[src/pkg/slave_address_composer_defines.svh]
// Purpose: constants of the slave address composer
// Assumes: included by bare name
// Notes:   widths, ranges and shipped values
`ifndef SLAVE_ADDRESS_COMPOSER_DEFINES_SVH
`define SLAVE_ADDRESS_COMPOSER_DEFINES_SVH
`define SAC_HW_WIDTH      5
`define SAC_ADDR_WIDTH    8
`define SAC_HW_MAX        8'h1f
`define SAC_OFFSET_MIN    8'h01
`define SAC_OFFSET_MAX    8'hd8
`define SAC_ADDR_MIN      8'h01
`define SAC_ADDR_MAX      8'hf7
`define SAC_OFFSET_RESET  8'h01
`define SAC_HW_RESET      5'h00
`endif

[src/pkg/slave_address_composer_pkg.sv]
// Purpose: types of the slave address composer
// Assumes: defines header on the include path
// Notes:   none
`include "slave_address_composer_defines.svh"
package slave_address_composer_pkg;
   typedef logic [`SAC_ADDR_WIDTH-1:0] addr_t;
   typedef logic [`SAC_HW_WIDTH-1:0]   hw_t;
   typedef struct packed
   {
      logic  valid;
      addr_t addr;
   } frame_addr_s;
   typedef enum logic [2:0]
   {
      ST_CAPTURE = 3'b001,
      ST_RUN     = 3'b010,
      ST_FAULT   = 3'b100
   } comp_state_e;
endpackage

[src/rtl/slave_address_composer.sv]
// Purpose: composes and holds the serial slave address, filters frames
// Assumes: rst_n is the power-on reset; inputs synchronous to clk
// Notes:   the address is only captured after reset release
`timescale 1ns/1ps
`default_nettype none
`include "slave_address_composer_defines.svh"
module slave_address_composer
#(
   parameter int HW_WIDTH   = `SAC_HW_WIDTH,
   parameter int ADDR_WIDTH = `SAC_ADDR_WIDTH
)
(
   input  wire logic                                 clk,
   input  wire logic                                 rst_n,
   input  wire logic [4:0]                           dipSwitch,
   input  wire slave_address_composer_pkg::addr_t    storedOffset,
   input  wire slave_address_composer_pkg::frame_addr_s frameAddr,
   output logic                                      frameMatch,
   output slave_address_composer_pkg::addr_t         slaveAddr,
   output logic                                      addrValid,
   output logic                                      addrFault
);
   import slave_address_composer_pkg::*;

   // the port types fix both widths; other values cannot be served
   if (HW_WIDTH != $bits(hw_t))
   begin : g_check_hw_width
      $error("HW_WIDTH must equal the width of the switch bank");
   end

   if (ADDR_WIDTH != $bits(addr_t))
   begin : g_check_addr_width
      $error("ADDR_WIDTH must equal the width of the slave address");
   end

   // the widest legal sum must fit the address without a carry out
   if ((2 ** HW_WIDTH) - 1 + `SAC_OFFSET_MAX > (2 ** ADDR_WIDTH) - 1)
   begin : g_check_sum_fits
      $error("largest switch value plus offset overflows the address");
   end

   if ((2 ** HW_WIDTH) - 1 + `SAC_OFFSET_MAX > `SAC_ADDR_MAX)
   begin : g_check_sum_range
      $error("largest switch value plus offset leaves the address range");
   end

   // shipped switch and offset values must give the shipped address
   if (`SAC_HW_RESET + `SAC_OFFSET_RESET != `SAC_ADDR_MIN)
   begin : g_check_shipped
      $error("shipped switch and offset must give address one");
   end

   if (!((`SAC_OFFSET_RESET >= `SAC_OFFSET_MIN) &&
         (`SAC_OFFSET_RESET <= `SAC_OFFSET_MAX)))
   begin : g_check_fallback
      $error("fallback offset must itself be a legal offset");
   end

   comp_state_e state_reg;
   comp_state_e state_next;
   addr_t       addr_reg;
   addr_t       addr_next;
   logic        match_reg;
   logic        match_next;
   hw_t         hwAddr;
   logic        offsetLegal;
   addr_t       composedAddr;

   // switch index 4 is switch five: top bit of the value
   function automatic hw_t hw_value(input logic [4:0] sw);
      hw_value = {sw[4], sw[3], sw[2], sw[1], sw[0]};
   endfunction

   // inclusive range test, shared by the offset and the address checks
   function automatic logic in_range(input addr_t val,
                                     input addr_t lo,
                                     input addr_t hi);
      in_range = (val >= lo) && (val <= hi);
   endfunction

   function automatic logic offset_ok(input addr_t off);
      offset_ok = in_range(off, `SAC_OFFSET_MIN, `SAC_OFFSET_MAX);
   endfunction

   // widest sum 31 + 216 = 247 fits eight bits, so no carry is lost
   function automatic addr_t compose(input hw_t hw, input addr_t off);
      compose = addr_t'({3'h0, hw}) + off;
   endfunction

   // legal inputs never leave the range; kept as a guard only
   function automatic addr_t clamp_addr(input addr_t addr);
      if (in_range(addr, `SAC_ADDR_MIN, `SAC_ADDR_MAX))
      begin
         clamp_addr = addr;
      end
      else
      begin
         clamp_addr = `SAC_ADDR_MIN;
      end
   endfunction

   // both run states answer the bus; capture does not
   function automatic logic is_active(input comp_state_e st);
      is_active = (st == ST_RUN) || (st == ST_FAULT);
   endfunction

   function automatic logic addr_hit(input frame_addr_s fa, input addr_t own);
      addr_hit = fa.valid && (fa.addr == own);
   endfunction

   // inputs are decoded every cycle but used only at capture
   always_comb
   begin
      hwAddr      = hw_value(dipSwitch);
      offsetLegal = offset_ok(storedOffset);
      if (offsetLegal)
      begin
         composedAddr = compose(hwAddr, storedOffset);
      end
      else
      begin
         // a bad offset falls back to the shipped value
         composedAddr = compose(hwAddr, `SAC_OFFSET_RESET);
      end
   end

   // capture state: one capture per power-up
   always_comb
   begin
      state_next = state_reg;
      case (state_reg)
         ST_CAPTURE:
         begin
            // later switch or offset moves are ignored
            if (offsetLegal)
            begin
               state_next = ST_RUN;
            end
            else
            begin
               state_next = ST_FAULT;
            end
         end
         ST_RUN, ST_FAULT:
         begin
            // only a new power-up leaves these states
            state_next = state_reg;
         end
         default:
         begin
            state_next = ST_CAPTURE;
         end
      endcase
   end

   always_ff @(posedge clk or negedge rst_n)
   begin
      if (!rst_n)
      begin
         state_reg <= ST_CAPTURE;
      end
      else
      begin
         state_reg <= state_next;
      end
   end

   // address: loaded once, in the capture cycle
   always_comb
   begin
      addr_next = addr_reg;
      if (state_reg == ST_CAPTURE)
      begin
         addr_next = clamp_addr(composedAddr);
      end
   end

   always_ff @(posedge clk or negedge rst_n)
   begin
      if (!rst_n)
      begin
         addr_reg <= `SAC_OFFSET_RESET;
      end
      else
      begin
         addr_reg <= addr_next;
      end
   end

   // frame match: a one-cycle pulse per matching frame
   always_comb
   begin
      match_next = 1'b0;
      if (is_active(state_reg))
      begin
         match_next = addr_hit(frameAddr, addr_reg);
      end
   end

   always_ff @(posedge clk or negedge rst_n)
   begin
      if (!rst_n)
      begin
         match_reg <= 1'b0;
      end
      else
      begin
         match_reg <= match_next;
      end
   end

   assign slaveAddr  = addr_reg;
   assign addrValid  = is_active(state_reg);
   assign addrFault  = (state_reg == ST_FAULT);
   assign frameMatch = match_reg;
endmodule
`default_nettype wire

[config.mk]
export PLATFORM = sky130hd
export DESIGN_NAME = slave_address_composer
export DESIGN_NICKNAME = d
export VERILOG_FILES = /design/src/pkg/slave_address_composer_pkg.sv /design/src/rtl/slave_address_composer.sv
export VERILOG_INCLUDE_DIRS = /design/src /design/src/pkg
export SDC_FILE = /design/constraint.sdc
export NUM_CORES = 1
export LEC_CHECK = 0
export BUFFER_PORTS_ARGS = -buffer_cell sky130_fd_sc_hd__buf_4
export CAP_MARGIN = 20
export CORE_MARGIN = 2
export CORE_UTILIZATION = 30
export CTS_CLUSTER_SIZE = 8
export DETAILED_ROUTE_END_ITERATION = 8
export HOLD_SLACK_MARGIN = 0.08
export PLACE_DENSITY = 0.59
export SYNTH_ARGS = -nofsm -noshare
export SYNTH_HDL_FRONTEND = slang
export SYNTH_SLANG_ARGS = --single-unit
[constraint.sdc]
create_clock -name clk -period 2.11 [get_ports clk]
set_clock_uncertainty 0.05 [all_clocks]
set_input_delay 0.3165 -clock clk [delete_from_list [all_inputs] [get_ports clk]]
set_output_delay 0.3165 -clock clk [all_outputs]
set_load 0.05 [all_outputs]
==> flow_summary.json, run 1 <==
{
  "status": "complete, no violations",
  "grt_pass1_vias": 1123,
  "drt_wl_total_um": 2946,
  "ys_types": 47,
  "synth.net_count": 150,
  "core_um2": 3416,
  "wl_per_cell_um": 12.81,
  "initial_core_util_pct": 32.12,
  "placed_cell_area_um2": 1617,
  "r2r_start": "state_reg[0]",
  "cpMostUsedCell": "buf_4",
  "path_cells": "buf_4 > ha_1 > fa_2 > a21oi_2 > o22ai_1 > xor2_1 > buf_4 > o31ai_4 > o2111a_1 > o32a_1",
  "timing.fmax_mhz": 487.4,
  "synth_cells": 119,
  "finalCritPeriodShare_pct": 97.24,
  "numCtsBuffers": 3,
  "crit_fanout": 2,
  "cpMaxStageDelayCell": "fa_2",
  "hold_path_depth": 3,
  "gp_congestion": 0.9074,
  "ys_warn_count": 0,
  "num_vias": 1132,
  "path_buf_inv": 2,
  "antenna_found_initial": 0,
  "final.fill_count": 331,
  "ioPinCount": 35,
  "min-delay-start": "frameAddr[8]",
  "end_kind": "flop",
  "critPathArrivalTime_ns": 2.21,
  "holdPathEnd": "frameMatch",
  "postCtsSetupRepairBufs": 0,
  "track_usage_pct": 14.60,
  "grt_max_degree": 13,
  "maxSlewHeadroom_pct": 69.36,
  "critPathKind": "in2reg",
  "mostFrequentLayoutCells": "buf_4, xnor2_1, nand2_1, dfrtp_1, nor2_1",
  "rr_endpoint": "slaveAddr[0]",
  "largest_register_ffs": 8,
  "ys_ff_latch": 12,
  "seq_area_frac_synth_pct": 27.59,
  "port_buffers": 34,
  "vdd_drop_max_v": 0.0002627,
  "dr.pass1.iters": 4,
  "avgSynthCellArea_um2": 9.221,
  "reg2reg_slack_ns": 0.50,
  "rows": 21,
  "die_w_um": 64.48,
  "cts-root-buf": "clkbuf_4",
  "finalMaxSlewViolations": 0,
  "final_common_cell": "buf_4",
  "drc": 0,
  "ant_nets": 0,
  "die_h_um": 64.48,
  "htree_levels": 1,
  "areaGrowthSynthToFinish_pct": 54.16,
  "tightest_slew_ns": 0.4557,
  "drive_gt1_share_pct": 46.74,
  "insertion_delay_ns": 0.26,
  "viasPerCell": 4.922,
  "cts_tree": "done",
  "top_layer": "met4",
  "hp-class": "in2reg",
  "startpoint_type": "input pin",
  "clock_path_buffers": 2,
  "period_minus_slack_ns": 2.052,
  "drtIter0Drc": 29,
  "cap_violations": 0,
  "dr_wl_met3_um": 163,
  "met1Wirelength_um": 1193,
  "fin_area_um2": 1692,
  "overflow": 0,
  "grt_pass1_wl_um": 4781,
  "netlist_area_um2": 1097,
  "n_antenna_cell": 0,
  "cp.required_ns": 2.27,
  "die_area_um2": 4158,
  "cts_sinks": 12,
  "reg2regPathDepth": 3,
  "path_clk_slew_ns": 0.06,
  "total_power_uw": 1621,
  "slowest_delay_ns": 0.36,
  "nets": 217,
  "cp_top_family": "compound AO/OA/AOI/OAI gates",
  "power_density_nw_per_um2": 958.0,
  "met2_length_um": 1565,
  "hold_viol": 0,
  "dp_hpwl_um": 2589,
  "p_leak_uw": 0.0007859,
  "rsz0062_at_grt": "false",
  "setup_viol": 0
}
==> Yosys cell counts, drive strengths merged <==
master / number / area [um2]
xnor2: 12 / 105.1
dfrtp: 10 / 250.2
nand2: 10 / 37.54
nor2: 9 / 33.78
o21ai: 9 / 48.79
ha: 6 / 75.07
nor3: 6 / 46.30
nand3: 5 / 25.02
a21oi: 4 / 20.02
xor2: 4 / 35.03
inv: 3 / 11.26
mux2i: 3 / 30.03
nand4: 3 / 18.77
nor3b: 3 / 22.52
o31ai: 3 / 27.52
or3: 3 / 28.78
and3: 2 / 13.77
buf: 2 / 23.77
dfstp: 2 / 52.55
nor2b: 2 / 20.02
a211oi: 1 / 7.510
a21o: 1 / 8.760
a311oi: 1 / 8.760
a31oi: 1 / 6.260
a32o: 1 / 11.26
fa: 1 / 20.02
mux2: 1 / 11.26
nand2b: 1 / 6.260
nor4b: 1 / 8.760
o2111a: 1 / 11.26
o21bai: 1 / 7.510
o22ai: 1 / 6.260
o311ai: 1 / 8.760
o32a: 1 / 10.01
o41ai: 1 / 8.760
or3b: 1 / 8.760
or4: 1 / 11.26
or4b: 1 / 10.01
==> metal layers <==
layer  vias up  global-route usage, %
li1        575                      -
met1       514                  16.18
met2        41                  28.78
met3         2                  1.215
met4         0                  5.053
met5         -                      0
==> metrics by stage <==
step	setup WS (ns)	instances	utilization, %	TNS [ns]	hold slack [ns]
2_1_floorplan	0.008141	119	-	0	-0.02909
3_3_place_gp	-0.2388	226	47.33	-1.482	0.1091
3_5_place_dp	-0.3208	226	47.33	-2.227	0.1104
4_1_cts	0.01981	230	48.61	0	0.2471
5_1_grt	0.001620	230	49.52	0	0.2533
6_report	0.05827	230	49.52	0	0.2570
==> how the worst max path moves through the flow <==
stage / from / slack [ns] / end / cells after the start
final: dipSwitch[0] / 0.06 / slaveAddr[0] / 10
after global routing: dipSwitch[0] / 0.002 / slaveAddr[0] / 9
after detailed placement: dipSwitch[0] / -0.32 / slaveAddr[0] / 10
after floorplan: dipSwitch[0] / 0.008 / slaveAddr[0] / 8
after global placement: dipSwitch[0] / -0.24 / slaveAddr[0] / 10
after CTS: dipSwitch[0] / 0.02 / slaveAddr[0] / 10
==> power breakdown <==
part / total, uW / leakage [uW] / switching [uW] / internal, uW
combinational: 1040 / 0.000624 / 615 / 427
clock: 131 / 0.0000138 / 64.7 / 65.9
sequential: 448 / 0.000148 / 103 / 345
total: 1620 / 0.000786 / 783 / 838
==> repair_timing <==
item	in CTS	in global routing
hold endpoints to repair	12	0
hold buffers	1	0
resized for setup	3	4
endpoints found under the setup margin	4	6
pin swaps	1	1
==> cell type report <==
cell class,count,area (um2),share of cell area [%]
Timing Repair Buffer,64,495.5,29.29
Sequential cell,12,302.8,17.90
Tap cell,46,57.56,3.402
Clock buffer,3,22.52,1.331
Multi-Input combinational cell,102,802.0,47.41
Inverter,3,11.26,0.6657
==> worst register-to-register path, delay by kind of cell, from the launching register on <==
kind	cells	cell delay (ns)
compound gates	2	0.52
flops	1	0.57
simple gates	1	0.40
==> kinds of logic after synthesis <==
kind of cell,count (synthesis),synth area share (%)
adders and majority gates,7,8.666
DFF,12,27.59
buffers and inverters,5,3.192
muxes,4,3.763
and+or+nand+nor,48,26.57
xor gates and xnor gates,16,12.77
AOI/OAI and AO/OA,27,17.45
Note: power is estimated with default switching activity, not from simulation.
==> run 2, diff against run 1 <==
==> constraint.sdc (replaced) <==
create_clock -name clk -period 2.11 [get_ports clk]
set_clock_uncertainty 0.05 [all_clocks]
set_input_delay 0.422 -clock clk [delete_from_list [all_inputs] [get_ports clk]]
set_output_delay 0.422 -clock clk [all_outputs]
set_load 0.05 [all_outputs]
==> flow_summary.json, run 2 (synthesis gave the netlist of run 1 again) <==
{
  "path_clk_slew_ns": 0.07,
  "fin_area_um2": 1760,
  "hp-class": "in2reg",
  "vdd_drop_max_v": 0.0002421,
  "combPwrFrac_pct": 62.7,
  "grt_max_degree": 13,
  "power_frac_seq_pct": 26.3,
  "net-switching-power_uw": 800.5,
  "power_density_nw_per_um2": 961.2,
  "multi_input_comb_area_um2": 839.6,
  "tightest_slew_ns": 0.4726,
  "die_w_um": 64.48,
  "final_core_util_pct": 51.54,
  "die_area_um2": 4158,
  "intPower_uw": 891.7,
  "drc": 0,
  "dp_slack_ns": -0.3390,
  "cts-root-buf": "clkbuf_4",
  "core_um2": 3416,
  "crit_fanout": 4,
  "layoutNonFillerInstCount": 234,
  "port_buffers": 34,
  "ant_nets": 0,
  "hold_path_depth": 3,
  "areaGrowthSynthToFinish_pct": 60.43,
  "htree_levels": 1,
  "dp_hpwl_um": 2565,
  "clock_path_buffers": 2,
  "critPathArrivalTime_ns": 2.20,
  "setup_viol": 0,
  "wl_per_cell_um": 12.61,
  "track_usage_pct": 15.11,
  "initial_core_util_pct": 32.12,
  "rows": 21,
  "die_h_um": 64.48,
  "rsz0062_at_grt": "false",
  "placed_cell_area_um2": 1610,
  "grt_pass1_vias": 1202,
  "final_common_cell": "buf_4",
  "antenna_found_initial": 0,
  "drtIter0Drc": 24,
  "final.setup.worst_slack_ns": 0.06529,
  "cts_sinks": 12,
  "drt_wl_total_um": 2950,
  "finalMaxSlewViolations": 0,
  "grt_pass1_wl_um": 5030,
  "dp.cells": 226,
  "startpoint_type": "input pin",
  "ioPinCount": 35,
  "switching_share_pct": 47.31,
  "status": "complete, no violations",
  "end_kind": "flop",
  "cp.required_ns": 2.27,
  "finalCritPeriodShare_pct": 96.91,
  "largest_register_ffs": 8,
  "timing.fmax_mhz": 489.1,
  "cts_tree": "done",
  "n_antenna_cell": 0,
  "num_vias": 1148,
  "regArea_um2": 302.8,
  "maxSlewHeadroom_pct": 68.42,
  "drive_gt1_share_pct": 50.53,
  "numCtsBuffers": 3,
  "reg2regPathDepth": 3,
  "cap_violations": 0,
  "viasPerCell": 4.906,
  "nets": 220,
  "dr.pass1.iters": 4,
  "period_minus_slack_ns": 2.045,
  "gp_congestion": 0.8964,
  "p_clk_share_pct": 10.9,
  "critPathKind": "in2reg",
  "hold_viol": 0,
  "overflow": 0,
  "insertion_delay_ns": 0.28,
  "final.fill_count": 327,
  "mostFrequentLayoutCells": "buf_4, xnor2_1, nand2_1, dfrtp_1, nor2_1",
  "p_leak_uw": 0.0008086
}
## run 2: final timing paths
kind,startpoint,end,slack [ns]
worst max-delay path,storedOffset[1],slaveAddr[0],0.07
worst min-delay path,frameAddr[8],frameMatch,0.34
worst max register to register,state_reg[0],slaveAddr[0],0.46
worst min register to register,state_reg[2],state_reg[1],0.46
max in group asynchronous,rst_n,slaveAddr[0],1.32
min in group asynchronous,rst_n,state_reg[2],0.47
## run 2: final cells by class
| class | instances | area share (%) |
|---|---|---|
| Timing Repair Buffer | 67 | 29.14 |
| Multi-Input combinational cell | 102 | 47.69 |
| Tap cell | 46 | 3.269 |
| Sequential cell | 12 | 17.20 |
| Clock buffer | 4 | 2.061 |
| Inverter | 3 | 0.6397 |
## run 2: worst max-delay path, cell delays in order
cell and delay [ns]:
buf_4 0.12, buf_4 0.13, or3_4 0.32, buf_4 0.15
nor3_4 0.18, or3_4 0.17, buf_4 0.14, nor3_2 0.05
o2111a_1 0.22, o32a_1 0.29
## run 2: metrics by stage
stage	hold WS, ns	TNS [ns]	total power (uW)
finish	0.3402	0	1692
global route	0.3718	0	1804
CTS	0.3439	0	1691
detailed placement	0.2210	-2.402	1481
global placement	0.2138	-2.225	1449
floorplan	0.07641	-0.02142	1123
## run 2: per-layer routing
metal	global-route usage (%)	vias up	wire (um)
li1	-	581	-
met1	17.14	520	1226
met2	27.99	40	1478
met3	2.083	7	178
met4	6.649	0	68
met5	0	-	0
## run 2: power groups by stage
| stage | clock [uW] | sequential [uW] | combinational, uW |
|---|---|---|---|
| finish | 185 | 446 | 1060 |
| global route | 198 | 468 | 1140 |
| CTS | 188 | 448 | 1050 |
| detailed placement | 0 | 453 | 1030 |
| global placement | 0 | 444 | 1000 |
| floorplan | 0 | 687 | 436 |
## run 2: timing repair
item / CTS / global route
pin swaps: 8 / 11
setup endpoints to repair: 6 / 8
resized for setup: 6 / 8
endpoints found under the hold margin: 10 / 0
buffers inserted: 2 / 2
hold buffers: 1 / 0
